`config.mk`:
```
export PLATFORM = sky130hd
export DESIGN_NAME = sfd_device_flat
export DESIGN_NICKNAME = d
export VERILOG_FILES = /design/src/sfd_pkg.sv /design/src/sfd_link_if.sv /design/src/sfd_device.sv /design/src/flat_wrapper.sv
export SDC_FILE = /design/constraint.sdc
export NUM_CORES = 1
export LEC_CHECK = 0
export BUFFER_PORTS_ARGS = -buffer_cell sky130_fd_sc_hd__buf_2
export CAP_MARGIN = 40
export CORE_MARGIN = 3
export CORE_UTILIZATION = 35
export DETAILED_ROUTE_END_ITERATION = 7
export GPL_ROUTABILITY_DRIVEN = 1
export PLACE_DENSITY_LB_ADDON = 0.25
export REMOVE_ABC_BUFFERS = 1
export SLEW_MARGIN = 15
export SYNTH_ARGS = -nofsm -noshare
export SYNTH_HDL_FRONTEND = slang
export SYNTH_SLANG_ARGS = --single-unit
```
`constraint.sdc`:
```
create_clock -name i_mclk -period 3.7 [get_ports i_mclk]
set_clock_uncertainty 0.15 [all_clocks]
set_input_delay 0.37 -clock i_mclk [delete_from_list [all_inputs] [get_ports i_mclk]]
set_output_delay 0.37 -clock i_mclk [all_outputs]
set_load 0.02 [all_outputs]
```
`src/sfd_pkg.sv`:
```
package sfd_pkg;

    // Opcodes
    localparam logic [7:0] OP_NORMAL_READ          = 8'h03;
    localparam logic [7:0] OP_NORMAL_READ_WIDE     = 8'h13;
    localparam logic [7:0] OP_QUICK_READ           = 8'h0B;
    localparam logic [7:0] OP_QUICK_READ_WIDE      = 8'h0C;
    localparam logic [7:0] OP_DR_QUICK_READ        = 8'h0D;
    localparam logic [7:0] OP_DR_QUICK_READ_WIDE   = 8'h0E;
    localparam logic [7:0] OP_TWO_OUT_READ         = 8'h3B;
    localparam logic [7:0] OP_TWO_OUT_READ_WIDE    = 8'h3C;
    localparam logic [7:0] OP_FOUR_OUT_READ        = 8'h6B;
    localparam logic [7:0] OP_FOUR_OUT_READ_WIDE   = 8'h6C;
    localparam logic [7:0] OP_TWO_AD_READ          = 8'hBB;
    localparam logic [7:0] OP_TWO_AD_READ_WIDE     = 8'hBC;
    localparam logic [7:0] OP_DR_TWO_READ          = 8'hBD;
    localparam logic [7:0] OP_DR_TWO_READ_WIDE     = 8'hBE;
    localparam logic [7:0] OP_FOUR_AD_READ         = 8'hEB;
    localparam logic [7:0] OP_FOUR_AD_READ_WIDE    = 8'hEC;
    localparam logic [7:0] OP_DR_FOUR_READ         = 8'hED;
    localparam logic [7:0] OP_DR_FOUR_READ_WIDE    = 8'hEE;
    localparam logic [7:0] OP_PAGE_PROGRAM         = 8'h02;
    localparam logic [7:0] OP_PAGE_PROGRAM_WIDE    = 8'h12;
    localparam logic [7:0] OP_FOUR_PAGE_PROG_A     = 8'h32;
    localparam logic [7:0] OP_FOUR_PAGE_PROG_B     = 8'h38;
    localparam logic [7:0] OP_FOUR_PAGE_PROG_WIDE  = 8'h34;
    localparam logic [7:0] OP_SECTOR_ERASE         = 8'hD8;
    localparam logic [7:0] OP_SECTOR_ERASE_WIDE    = 8'hDC;
    localparam logic [7:0] OP_ARRAY_ERASE_A        = 8'h60;
    localparam logic [7:0] OP_ARRAY_ERASE_B        = 8'hC7;
    localparam logic [7:0] OP_CLEAR_STATUS         = 8'h30;
    localparam logic [7:0] OP_PARAM_READ           = 8'h5A;
    localparam logic [7:0] OP_LEARN_READ           = 8'h41;
    localparam logic [7:0] OP_LEARN_NV_PROGRAM     = 8'h43;
    localparam logic [7:0] OP_LEARN_VOL_WRITE      = 8'h4A;
    localparam logic [7:0] OP_MAKER_SIG_READ       = 8'h90;
    localparam logic [7:0] OP_IDENT_READ           = 8'h9F;
    localparam logic [7:0] OP_ELEC_SIG_READ        = 8'hAB;
    localparam logic [7:0] OP_BANK_READ            = 8'h16;
    localparam logic [7:0] OP_BANK_WRITE           = 8'h17;
    localparam logic [7:0] OP_BANK_LEGACY          = 8'hB9;
    localparam logic [7:0] OP_RESERVED_A           = 8'hE5;
    localparam logic [7:0] OP_RESERVED_B           = 8'hE6;
    localparam logic [7:0] OP_MULTI_PERF           = 8'hA3;
    localparam logic [7:0] OP_SOFT_RESET           = 8'hF0;
    localparam logic [7:0] OP_MODE_BITS_CLEAR      = 8'hFF;

    // Highest serial clock per command class, MHz
    localparam logic [7:0] MHZ_NORMAL = 8'd50;
    localparam logic [7:0] MHZ_FAST   = 8'd133;
    localparam logic [7:0] MHZ_DDR    = 8'd80;
    localparam logic [7:0] MHZ_MULTI  = 8'd104;

    // Mode bit clear length in serial clocks
    localparam logic [3:0] MBR_CYCLES = 4'd8;

    typedef enum logic [5:0] {
        CMD_NONE                = 6'd0,
        CMD_NORMAL_READ         = 6'd1,
        CMD_NORMAL_READ_WIDE    = 6'd2,
        CMD_QUICK_READ          = 6'd3,
        CMD_QUICK_READ_WIDE     = 6'd4,
        CMD_DR_QUICK_READ       = 6'd5,
        CMD_DR_QUICK_READ_WIDE  = 6'd6,
        CMD_TWO_OUT_READ        = 6'd7,
        CMD_TWO_OUT_READ_WIDE   = 6'd8,
        CMD_FOUR_OUT_READ       = 6'd9,
        CMD_FOUR_OUT_READ_WIDE  = 6'd10,
        CMD_TWO_AD_READ         = 6'd11,
        CMD_TWO_AD_READ_WIDE    = 6'd12,
        CMD_DR_TWO_READ         = 6'd13,
        CMD_DR_TWO_READ_WIDE    = 6'd14,
        CMD_FOUR_AD_READ        = 6'd15,
        CMD_FOUR_AD_READ_WIDE   = 6'd16,
        CMD_DR_FOUR_READ        = 6'd17,
        CMD_DR_FOUR_READ_WIDE   = 6'd18,
        CMD_PAGE_PROGRAM        = 6'd19,
        CMD_PAGE_PROGRAM_WIDE   = 6'd20,
        CMD_FOUR_PAGE_PROG      = 6'd21,
        CMD_FOUR_PAGE_PROG_WIDE = 6'd22,
        CMD_SECTOR_ERASE        = 6'd23,
        CMD_SECTOR_ERASE_WIDE   = 6'd24,
        CMD_ARRAY_ERASE         = 6'd25,
        CMD_CLEAR_STATUS        = 6'd26,
        CMD_PARAM_READ          = 6'd27,
        CMD_LEARN_READ          = 6'd28,
        CMD_LEARN_NV_PROGRAM    = 6'd29,
        CMD_LEARN_VOL_WRITE     = 6'd30,
        CMD_MAKER_SIG_READ      = 6'd31,
        CMD_IDENT_READ          = 6'd32,
        CMD_ELEC_SIG_READ       = 6'd33,
        CMD_BANK_READ           = 6'd34,
        CMD_BANK_WRITE          = 6'd35,
        CMD_SOFT_RESET          = 6'd36,
        CMD_MODE_BITS_CLEAR     = 6'd37
    } sfd_cmd_type;

endpackage

```
`src/sfd_link_if.sv`:
```
`timescale 1ns/10ps
// Serial link between host controller and flash decoder, sampled on i_mclk
interface sfd_link_if;
    logic       cs_n;
    logic       sclk_en;
    logic [3:0] data_line;

    modport host (output cs_n, output sclk_en, output data_line);
    modport dev  (input cs_n, input sclk_en, input data_line);
endinterface

```
`src/sfd_device.sv`:
```
`timescale 1ns/10ps
// Operation
// - 03/13 normal read, 50 MHz limit
// - 0B/0C fast read, 133 MHz limit
// - 0D/0E DDR fast read, 80 MHz
// - 3B/3C dual output read, 104 MHz
// - 6B/6C quad output read, 104 MHz
// - BB/BC dual address-data read, 104 MHz
// - BD/BE DDR dual read, 80 MHz
// - EB/EC quad address-data read, 104 MHz
// - ED/EE DDR quad read, 80 MHz
// - 02/12 page program, 133 MHz limit
// - 32/38/34 quad page program, 80 MHz
// - D8/DC sector erase, 133 MHz limit
// - 60 and C7 both erase array
// - 30 clears erase and program fail
// - 5A parameter table read, 133 MHz
// - 41/43/4A learning pattern commands
// - 90/9F/AB signatures; AB at 50 MHz
// - 16/17/B9 bank register access
// - Host never sends E5, E6, A3
// - Eight ones on line zero exit mode
// - Soft reset keeps freeze, protect lock
module sfd_device
    import sfd_pkg::*;
(
    // Clock and reset
    input  wire logic        i_mclk,
    input  wire logic        i_rst,
    // Link
    sfd_link_if.dev          link,
    // Decoded command
    output logic             o_cmd_valid,
    output sfd_cmd_type      o_cmd,
    output logic [7:0]       o_max_mhz,
    output logic             o_unknown,
    output logic             o_mode_exit,
    // Retained volatile state
    input  wire logic        i_freeze_set,
    input  wire logic        i_lock_set,
    output logic             o_freeze,
    output logic             o_sector_protect_lock,
    output logic             o_erase_fail,
    output logic             o_program_fail,
    input  wire logic        i_erase_fail_set,
    input  wire logic        i_program_fail_set
);

    logic [7:0]  shift_reg;
    logic [3:0]  bit_cnt_reg;
    logic        ignore_reg;
    logic        busy_reg;
    logic [3:0]  ones_cnt_reg;
    logic        ones_ok_reg;
    sfd_cmd_type dec_cmd;
    logic [7:0]  dec_mhz;

    wire        sel      = ~link.cs_n;
    wire        bit_in   = link.data_line[0];
    wire [7:0]  opcode   = {shift_reg[6:0], bit_in};
    wire        last_bit = sel && link.sclk_en && !busy_reg && !ignore_reg && bit_cnt_reg == 4'd7;
    wire        hit      = last_bit && dec_cmd != CMD_NONE;
    wire        miss     = last_bit && dec_cmd == CMD_NONE;
    wire        soft_rst = hit && dec_cmd == CMD_SOFT_RESET;
    // Only line zero counts; lines one to three are don't care
    wire        ones_done = sel && link.sclk_en && bit_in && ones_ok_reg && ones_cnt_reg == MBR_CYCLES - 4'd1;

    always_comb begin
        dec_cmd = CMD_NONE;
        dec_mhz = MHZ_FAST;
        unique case (opcode)
            OP_NORMAL_READ:         begin dec_cmd = CMD_NORMAL_READ;         dec_mhz = MHZ_NORMAL; end
            OP_NORMAL_READ_WIDE:    begin dec_cmd = CMD_NORMAL_READ_WIDE;    dec_mhz = MHZ_NORMAL; end
            OP_QUICK_READ:          dec_cmd = CMD_QUICK_READ;
            OP_QUICK_READ_WIDE:     dec_cmd = CMD_QUICK_READ_WIDE;
            OP_DR_QUICK_READ:       begin dec_cmd = CMD_DR_QUICK_READ;       dec_mhz = MHZ_DDR; end
            OP_DR_QUICK_READ_WIDE:  begin dec_cmd = CMD_DR_QUICK_READ_WIDE;  dec_mhz = MHZ_DDR; end
            OP_TWO_OUT_READ:        begin dec_cmd = CMD_TWO_OUT_READ;        dec_mhz = MHZ_MULTI; end
            OP_TWO_OUT_READ_WIDE:   begin dec_cmd = CMD_TWO_OUT_READ_WIDE;   dec_mhz = MHZ_MULTI; end
            OP_FOUR_OUT_READ:       begin dec_cmd = CMD_FOUR_OUT_READ;       dec_mhz = MHZ_MULTI; end
            OP_FOUR_OUT_READ_WIDE:  begin dec_cmd = CMD_FOUR_OUT_READ_WIDE;  dec_mhz = MHZ_MULTI; end
            OP_TWO_AD_READ:         begin dec_cmd = CMD_TWO_AD_READ;         dec_mhz = MHZ_MULTI; end
            OP_TWO_AD_READ_WIDE:    begin dec_cmd = CMD_TWO_AD_READ_WIDE;    dec_mhz = MHZ_MULTI; end
            OP_DR_TWO_READ:         begin dec_cmd = CMD_DR_TWO_READ;         dec_mhz = MHZ_DDR; end
            OP_DR_TWO_READ_WIDE:    begin dec_cmd = CMD_DR_TWO_READ_WIDE;    dec_mhz = MHZ_DDR; end
            OP_FOUR_AD_READ:        begin dec_cmd = CMD_FOUR_AD_READ;        dec_mhz = MHZ_MULTI; end
            OP_FOUR_AD_READ_WIDE:   begin dec_cmd = CMD_FOUR_AD_READ_WIDE;   dec_mhz = MHZ_MULTI; end
            OP_DR_FOUR_READ:        begin dec_cmd = CMD_DR_FOUR_READ;        dec_mhz = MHZ_DDR; end
            OP_DR_FOUR_READ_WIDE:   begin dec_cmd = CMD_DR_FOUR_READ_WIDE;   dec_mhz = MHZ_DDR; end
            OP_PAGE_PROGRAM:        dec_cmd = CMD_PAGE_PROGRAM;
            OP_PAGE_PROGRAM_WIDE:   dec_cmd = CMD_PAGE_PROGRAM_WIDE;
            OP_FOUR_PAGE_PROG_A,
            OP_FOUR_PAGE_PROG_B:    begin dec_cmd = CMD_FOUR_PAGE_PROG;      dec_mhz = MHZ_DDR; end
            OP_FOUR_PAGE_PROG_WIDE: begin dec_cmd = CMD_FOUR_PAGE_PROG_WIDE; dec_mhz = MHZ_DDR; end
            OP_SECTOR_ERASE:        dec_cmd = CMD_SECTOR_ERASE;
            OP_SECTOR_ERASE_WIDE:   dec_cmd = CMD_SECTOR_ERASE_WIDE;
            OP_ARRAY_ERASE_A,
            OP_ARRAY_ERASE_B:       dec_cmd = CMD_ARRAY_ERASE;
            OP_CLEAR_STATUS:        dec_cmd = CMD_CLEAR_STATUS;
            OP_PARAM_READ:          dec_cmd = CMD_PARAM_READ;
            OP_LEARN_READ:          dec_cmd = CMD_LEARN_READ;
            OP_LEARN_NV_PROGRAM:    dec_cmd = CMD_LEARN_NV_PROGRAM;
            OP_LEARN_VOL_WRITE:     dec_cmd = CMD_LEARN_VOL_WRITE;
            OP_MAKER_SIG_READ:      dec_cmd = CMD_MAKER_SIG_READ;
            OP_IDENT_READ:          dec_cmd = CMD_IDENT_READ;
            OP_ELEC_SIG_READ:       begin dec_cmd = CMD_ELEC_SIG_READ;       dec_mhz = MHZ_NORMAL; end
            OP_BANK_READ:           dec_cmd = CMD_BANK_READ;
            OP_BANK_WRITE,
            OP_BANK_LEGACY:         dec_cmd = CMD_BANK_WRITE;
            OP_SOFT_RESET:          dec_cmd = CMD_SOFT_RESET;
            OP_MODE_BITS_CLEAR:     dec_cmd = CMD_MODE_BITS_CLEAR;
            default:                dec_cmd = CMD_NONE;
        endcase
    end

    // Opcode shifter; after a decode the rest of the frame is payload
    always_ff @(posedge i_mclk) begin
        if (i_rst || !sel) begin
            shift_reg   <= 8'h00;
            bit_cnt_reg <= 4'd0;
            busy_reg    <= 1'b0;
            ignore_reg  <= 1'b0;
        end else if (link.sclk_en && !busy_reg && !ignore_reg) begin
            shift_reg   <= opcode;
            bit_cnt_reg <= bit_cnt_reg + 4'd1;
            busy_reg    <= hit;
            ignore_reg  <= miss;
        end
    end

    // Count ones on line zero from the frame start
    always_ff @(posedge i_mclk) begin
        if (i_rst || !sel) begin
            ones_cnt_reg <= 4'd0;
            ones_ok_reg  <= 1'b1;
        end else if (link.sclk_en && ones_ok_reg) begin
            ones_cnt_reg <= ones_cnt_reg + 4'd1;
            ones_ok_reg  <= bit_in && ones_cnt_reg < MBR_CYCLES - 4'd1;
        end
    end

    always_ff @(posedge i_mclk) begin
        if (i_rst) begin
            o_cmd_valid <= 1'b0;
            o_cmd       <= CMD_NONE;
            o_max_mhz   <= 8'h00;
            o_unknown   <= 1'b0;
            o_mode_exit <= 1'b0;
        end else begin
            o_cmd_valid <= hit;
            o_unknown   <= miss;
            o_mode_exit <= ones_done;
            if (hit) begin
                o_cmd     <= dec_cmd;
                o_max_mhz <= dec_mhz;
            end
        end
    end

    // Soft reset clears fail flags but not freeze or lock; set beats clear
    always_ff @(posedge i_mclk) begin
        if (i_rst) begin
            o_freeze              <= 1'b0;
            o_sector_protect_lock <= 1'b0;
            o_erase_fail          <= 1'b0;
            o_program_fail        <= 1'b0;
        end else begin
            o_freeze              <= o_freeze | i_freeze_set;
            o_sector_protect_lock <= o_sector_protect_lock | i_lock_set;
            if (i_erase_fail_set)
                o_erase_fail <= 1'b1;
            else if (soft_rst || (hit && dec_cmd == CMD_CLEAR_STATUS))
                o_erase_fail <= 1'b0;
            if (i_program_fail_set)
                o_program_fail <= 1'b1;
            else if (soft_rst || (hit && dec_cmd == CMD_CLEAR_STATUS))
                o_program_fail <= 1'b0;
        end
    end

endmodule

```
`src/flat_wrapper.sv`:
```
// flat-port wrapper written by rule: the top's interface ports become plain ports
module sfd_device_flat import sfd_pkg::*;
  (i_mclk, i_rst, o_cmd_valid, o_cmd, o_max_mhz, o_unknown, o_mode_exit, i_freeze_set, i_lock_set, o_freeze, o_sector_protect_lock, o_erase_fail, o_program_fail, i_erase_fail_set, i_program_fail_set, link_cs_n, link_sclk_en, link_data_line);
  sfd_link_if link_i ();
  input  wire logic i_mclk;
  input  wire logic i_rst;
  output logic o_cmd_valid;
  output sfd_cmd_type o_cmd;
  output logic [7:0] o_max_mhz;
  output logic o_unknown;
  output logic o_mode_exit;
  input  wire logic i_freeze_set;
  input  wire logic i_lock_set;
  output logic o_freeze;
  output logic o_sector_protect_lock;
  output logic o_erase_fail;
  output logic o_program_fail;
  input  wire logic i_erase_fail_set;
  input  wire logic i_program_fail_set;
  input wire logic [$bits(link_i.cs_n)-1:0] link_cs_n;
  input wire logic [$bits(link_i.sclk_en)-1:0] link_sclk_en;
  input wire logic [$bits(link_i.data_line)-1:0] link_data_line;
  assign link_i.cs_n = link_cs_n;
  assign link_i.sclk_en = link_sclk_en;
  assign link_i.data_line = link_data_line;
  sfd_device u_core (.i_mclk(i_mclk), .i_rst(i_rst), .link(link_i), .o_cmd_valid(o_cmd_valid), .o_cmd(o_cmd), .o_max_mhz(o_max_mhz), .o_unknown(o_unknown), .o_mode_exit(o_mode_exit), .i_freeze_set(i_freeze_set), .i_lock_set(i_lock_set), .o_freeze(o_freeze), .o_sector_protect_lock(o_sector_protect_lock), .o_erase_fail(o_erase_fail), .o_program_fail(o_program_fail), .i_erase_fail_set(i_erase_fail_set), .i_program_fail_set(i_program_fail_set));
endmodule
```
==> results of run 1 <==
==> routing by layer <==
layer  GRT usage (%)  part of all wire, %
met5               0                    0
met2            23.3                   44
met4            3.19                  1.3
met1            22.5                   49
met3            2.58                  5.2
==> area by class of cell <==
cell class	instances	area share, %
well taps	96	4.26
repair buffers	42	8.61
multi-input cells	239	55.5
inverters	8	1.07
clock buffers	6	2.93
clock inverters	2	1.33
flip-flops and latches	37	26.3
==> cells by family after synthesis <==
family / count (synthesis)
simple gates: 151
flops: 37
buf+inv: 38
mux: 6
compound gates: 70
fa+ha+maj: 2
xor+xnor: 10
==> power breakdown <==
group	switching, W	internal, W	leakage, nW
Combinational	0.0000344	0.0000189	0.720
Clock	0.000140	0.000219	0.0574
Sequential	0.00000464	0.000403	0.300
Total	0.000179	0.000642	1.08
==> critical path, stage by stage, from the launching register on <==
cell	delay, ns
dfxtp_1	0.78
nor2_1	0.15
and3_4	0.21
or3_4	0.33
or4_4	0.56
o21ai_4	0.32
mux2_4	0.33
==> cell usage in the layout, fill, tap and decap left out, types with 7 or more instances in the layout <==
| cell | count |
|---|---|
| dfxtp_1 | 37 |
| nand2_1 | 33 |
| buf_2 | 29 |
| nor2_1 | 25 |
| a21oi_1 | 17 |
| nand2b_1 | 15 |
| buf_4 | 13 |
| nor3_1 | 11 |
| inv_1 | 8 |
| nor2b_1 | 7 |
| nor4_1 | 7 |
| xor2_1 | 7 |
==> Yosys cell counts (4+ instances only) <==
| master | number | share of area, % |
|---|---|---|
| dfxtp_1 | 37 | 30 |
| nand2_1 | 33 | 5.0 |
| nor2_1 | 25 | 3.8 |
| a21oi_1 | 17 | 3.4 |
| nand2b_1 | 15 | 3.8 |
| clkbuf_1 | 11 | 1.7 |
| nor3_1 | 11 | 2.2 |
| buf_2 | 9 | 1.8 |
| inv_1 | 8 | 1.2 |
| nor2b_1 | 7 | 1.8 |
| nor4_1 | 7 | 1.8 |
| xor2_1 | 7 | 2.5 |
| nand3_1 | 6 | 1.2 |
| nand4_1 | 6 | 1.5 |
| o21ai_0 | 6 | 1.2 |
| and3_1 | 5 | 1.3 |
| o32ai_1 | 5 | 1.8 |
| a31oi_1 | 4 | 1.0 |
| and3b_1 | 4 | 1.4 |
| buf_6 | 4 | 1.8 |
| mux2i_1 | 4 | 1.6 |
| o22ai_1 | 4 | 1.0 |
==> final timing paths <==
kind | cells past startpoint | endpoint | slack (ns) | startpoint
worst max-delay path | 6 | u_core.o_max_mhz[2] | 0.76 | u_core.shift_reg[6]
worst min-delay path | 3 | u_core.o_erase_fail | 0.14 | i_erase_fail_set
worst max register to register | 6 | u_core.o_max_mhz[2] | 0.76 | u_core.shift_reg[6]
worst min register to register | 2 | u_core.busy_reg | 0.30 | u_core.busy_reg
==> metrics by stage <==
step | std cells | setup slack (ns) | hold WS, ns | util, % | total power (W)
6_report | 430 | 0.757 | 0.143 | 41.0 | 0.000820
4_1_cts | 430 | 0.762 | 0.139 | 41.0 | 0.000828
3_5_place_dp | 422 | 0.775 | 0.294 | 39.3 | 0.000471
2_1_floorplan | 284 | 0.881 | 0.275 | - | 0.000448
5_1_grt | 430 | 0.638 | 0.145 | 41.0 | 0.000859
3_3_place_gp | 422 | 0.798 | 0.284 | 39.3 | 0.000470
==> qor.txt, run 1 <==
status = finished, final reports clean
Clock Pin Slew Worst Setup and Hold Paths = 0.08 ns
Pleak = 1.08 nW
number of inserted diodes = 0
Synth Instances = 314
CTS max path bufs = 2
Synth Flop Type = dfxtp_1
routed len/inst = 14.3 um
mux share of post-synthesis cell area = 2.65%
post-synthesis simple-gate area fraction = 34.3%
port bufs = 29
Clk Latency, worst-skew pair = 0.28 ns
Num CTS Buffers = 5
first-pass GRT wire length = 10800 um
DRT Wirelength = 6150 um
routed vias/inst = 5.53
mean post-synth cell area = 7.96 um^2
P&R area growth vs syn = 12.8%
RSZ-0062 raised after global routing = false
XOR/XNOR share of the synthesized area = 3.51%
total grt overflow = 0
max-cap violation count = 0
Post-CTS Hold Fix Bufs = 0
Die Ht = 90.5 um
final setup fails = 0
Slew headroom = 44.5%
Post-synth EDFFs = 0
post_cts resized = 0
Synth Area in Adders = 1.00%
Starting Density = 36.4%
initial antenna violation count = 0
detailed router's first-iteration violation count = 194
Req. time, crit path = 3.72 ns
Setup TNS = 0 ns
total die area = 8190 um^2
Seq. cell area = 741 um^2
gpl congestion = 0.961
element type at the critical path start = register
gr usage total = 15.3%
Slew Limit Fails = 0
cell area after layout = 2820 um^2
Critical Path Fanout Max = 21
setup bufs post-CTS = 0
CP Class = reg -> reg
post-synth cell types = 73
clk sinks = 37
H-tree Lvls = 2
largest family of logic cells by synthesized area = simple AND/OR/NAND/NOR gates
Async S/R FF share, synth = 0%
# IOs = 33
clock root cell = clkbuf_8
FF+latch count, synth = 37
cell area after synthesis = 2500 um^2
area of the multi-input gates = 1570 um^2
P per Cell Area = 291 nW/um^2
Fmax achieved = 340 MHz
TritonRoute pass-1 iters = 5
DP HPWL = 4480 um
synth warn = 0
CTS tree = built
vias in the first global route = 2187
row count = 30
Hold Violations, Final = 0
Die Width = 90.5 um
Detail Route Antenna Nets = 0
max FFs per register = 7
CP Data Arrival Time = 2.96 ns
# fillers = 717
Critical Path Sink Type = register
Core Box Area = 6870 um^2
nets@finish = 347
share of layout cells above drive strength 1 = 20.1%
via count = 2376
worst slew pin tran = 0.822 ns
Placed Instance Area = 2700 um^2
Max VDD drop = 0.236 mV
final worst-path cycle share = 79.5%
Worst Hold Class = in -> reg
register area share after synthesis = 29.6%
final routed DRC violation total = 0
largest net degree at the start of global routing = 29
complex-gate fraction of the synthesized area = 21.2%
minimum clock period after layout = 2.94 ns
Power figures use the tool's default switching activity.
==> inputs of run 2 (changes only) <==
ABC_AREA = 1   (was default)
clock period = 2.86 ns   (was 3.7 ns; I/O delays follow)
==> run 2 against run 1 <==
  * Sequential share of layout area rose by 3.1 points
  * Worst hold slack got worse by 0.098 ns
  * Fmax rose by 27%
  * Global-route usage rose by 0.88 points
  * Highest routed layer unchanged
  * Die area fell by 13%
  * Register-to-register slack got worse by 0.21 ns
  * Critical path depth rose by 6
  * Clock-buffer cell count fell by 1
  * Setup slack got worse by 0.21 ns
  * Non-clock buffer count fell by 10
  * Wire length fell by 11%
==> qor.txt, run 2 <==
clock root cell = clkbuf_8
Num CTS Buffers = 5
fin cells = 453
Clock Pin Slew Worst Setup and Hold Paths = 0.08 ns
max-cap violation count = 0
P per Cell Area = 470 nW/um^2
Core Box Area = 5960 um^2
element type at the critical path start = register
commonest non-fill, non-tap cell in the layout = nand2_1
min-delay src = i_lock_set
CTS max path bufs = 2
Max VDD drop = 0.247 mV
setup bufs post-CTS = 0
most frequent cells in the layout = nand2_1 (101), nor2_1 (66), dfxtp_1 (37)
Fmax achieved = 432 MHz
Critical Path Sink Type = register
Async S/R FF share, synth = 0%
Req. time, crit path = 2.90 ns
Critical Path Fanout Max = 11
Worst R2R Start = u_core.shift_reg[0]
port bufs = 29
synth warn = 0
largest net degree at the start of global routing = 18
CP Data Arrival Time = 2.35 ns
final routed DRC violation total = 0
Slew Limit Fails = 0
Post-CTS Hold Fix Bufs = 0
area share of the largest cell type after synthesis = 34.2%
row count = 28
mean post-synth cell area = 6.29 um^2
final worst-path cycle share = 81.0%
DRT Wirelength = 5450 um
Setup TNS = 0 ns
Starting Density = 36.3%
post-synth cell types = 33
Detail Route Antenna Nets = 0
share of layout cells above drive strength 1 = 19.6%
RSZ-0062 raised after global routing = false
max FFs per register = 7
post_cts resized = 0
CP startpoint = u_core.shift_reg[0]
cell area after synthesis = 2160 um^2
total die area = 7160 um^2
Die Width = 84.6 um
first-pass GRT wire length = 9410 um
CP Class = reg -> reg
Synth Instances = 344
Pleak = 1.24 nW
vias in the first global route = 2071
R2R setup slack = 0.54 ns
detailed router's first-iteration violation count = 174
gr usage total = 16.2%
via count = 2215
DP HPWL = 4250 um
Worst Hold Class = in -> reg
nets@finish = 391
register area share after synthesis = 34.2%
# IOs = 33
clk sinks = 37
gpl congestion = 0.938
status = finished, final reports clean
commonest cells in the synthesized netlist = nand2_1 (101), nor2_1 (66), dfxtp_1 (37)
count leader, synth = nand2_1
Hold Violations, Final = 0
number of inserted diodes = 0
routed len/inst = 12.0 um
area leader, netlist = dfxtp_1
P&R area growth vs syn = 16.7%
FF+latch count, synth = 37
final setup fails = 0
Clk Latency, worst-skew pair = 0.29 ns
initial antenna violation count = 0
routed vias/inst = 4.89
Cells after DPL = 445
Slew headroom = 73.4%
total grt overflow = 0
CTS tree = built
H-tree Lvls = 2
Area contributors post-synth = dfxtp_1 (34%), nand2_1 (18%), nor2_1 (11%), a21oi_1 (5.1%), inv_1 (4.3%)
TritonRoute pass-1 iters = 4
Die Ht = 84.6 um
minimum clock period after layout = 2.32 ns
worst slew pin tran = 0.394 ns
Post-synth EDFFs = 0
Synth Flop Type = dfxtp_1
run 2: changes by cell type after synthesis, sizes merged, moves of 8 or more:
cell	change
clkbuf	-9
buf	-15
nand3	+8
inv	+28
nor2	+52
nand2	+75
o21ai	+8
nand2b	-15
run 2: metal layers:
layer	track usage, %	wire length (um)	up-vias
li1	-	-	1166
met1	21.2	2620	986
met2	25.7	2470	58
met3	4.81	298	5
met4	5.04	51	0
met5	0	0	-
run 2: logic make-up (layout without fill, tap and decap cells):
group                    count (synthesis)  count (layout)  share of synthesized area, %
AND/OR/NAND/NOR                        218             218                          45.3
AO/OA/AOI/OAI                           45              45                          11.3
buffers and inverters                   42              76                          7.98
flip-flops                              37              37                          34.2
adder cells (fa/ha/maj)                  2               2                          1.16
run 2: cell type report:
| cell class | instances | area, um^2 |
|---|---|---|
| Clock buffer | 5 | 68.8 |
| Clock inverter | 3 | 68.8 |
| Fill cell | 648 | 3430 |
| Inverter | 36 | 135 |
| Multi-Input combinational cell | 265 | 1250 |
| Sequential cell | 37 | 741 |
| Tap cell | 75 | 93.8 |
| Timing Repair Buffer | 32 | 168 |
run 2: path summary, 6_finish.rpt:
check                                               endpoint  cells after the start
worst min-delay path            u_core.o_sector_protect_lock                      3
worst max-delay path                         u_core.busy_reg                     12
worst max register to register               u_core.busy_reg                     12
worst min register to register  u_core.o_sector_protect_lock                      2
run 2: report_power, final:
group	leakage [nW]	switching, W	internal (W)
Combinational	0.871	0.0000660	0.0000304
Clock	0.0687	0.000205	0.000351
Sequential	0.301	0.00000917	0.000525
run 2: critical path, stage by stage, from the launching register on:
cell and delay, ns:
dfxtp_1 0.36, inv_1 0.21, nor2_2 0.09, nand2_1 0.13, nor2_1 0.05, nor2_1 0.19, nand3_1 0.15, nor2_2 0.21
nand3_4 0.11, nand2_2 0.23, inv_2 0.15, nor2_1 0.13, nor2_1 0.05
run 2: stage by stage:
step,utilization (%),setup WS [ns],hold slack [ns],power (W),cell area [um^2]
3_3_place_gp,40.1,0.617,0.290,0.000642,2390
5_1_grt,42.4,0.291,0.0374,0.00124,2520
6_report,42.4,0.544,0.0443,0.00119,2520
4_1_cts,42.4,0.554,0.0387,0.00120,2520
2_1_floorplan,-,0.857,0.198,0.000610,2130
3_5_place_dp,40.1,0.578,0.299,0.000642,2390
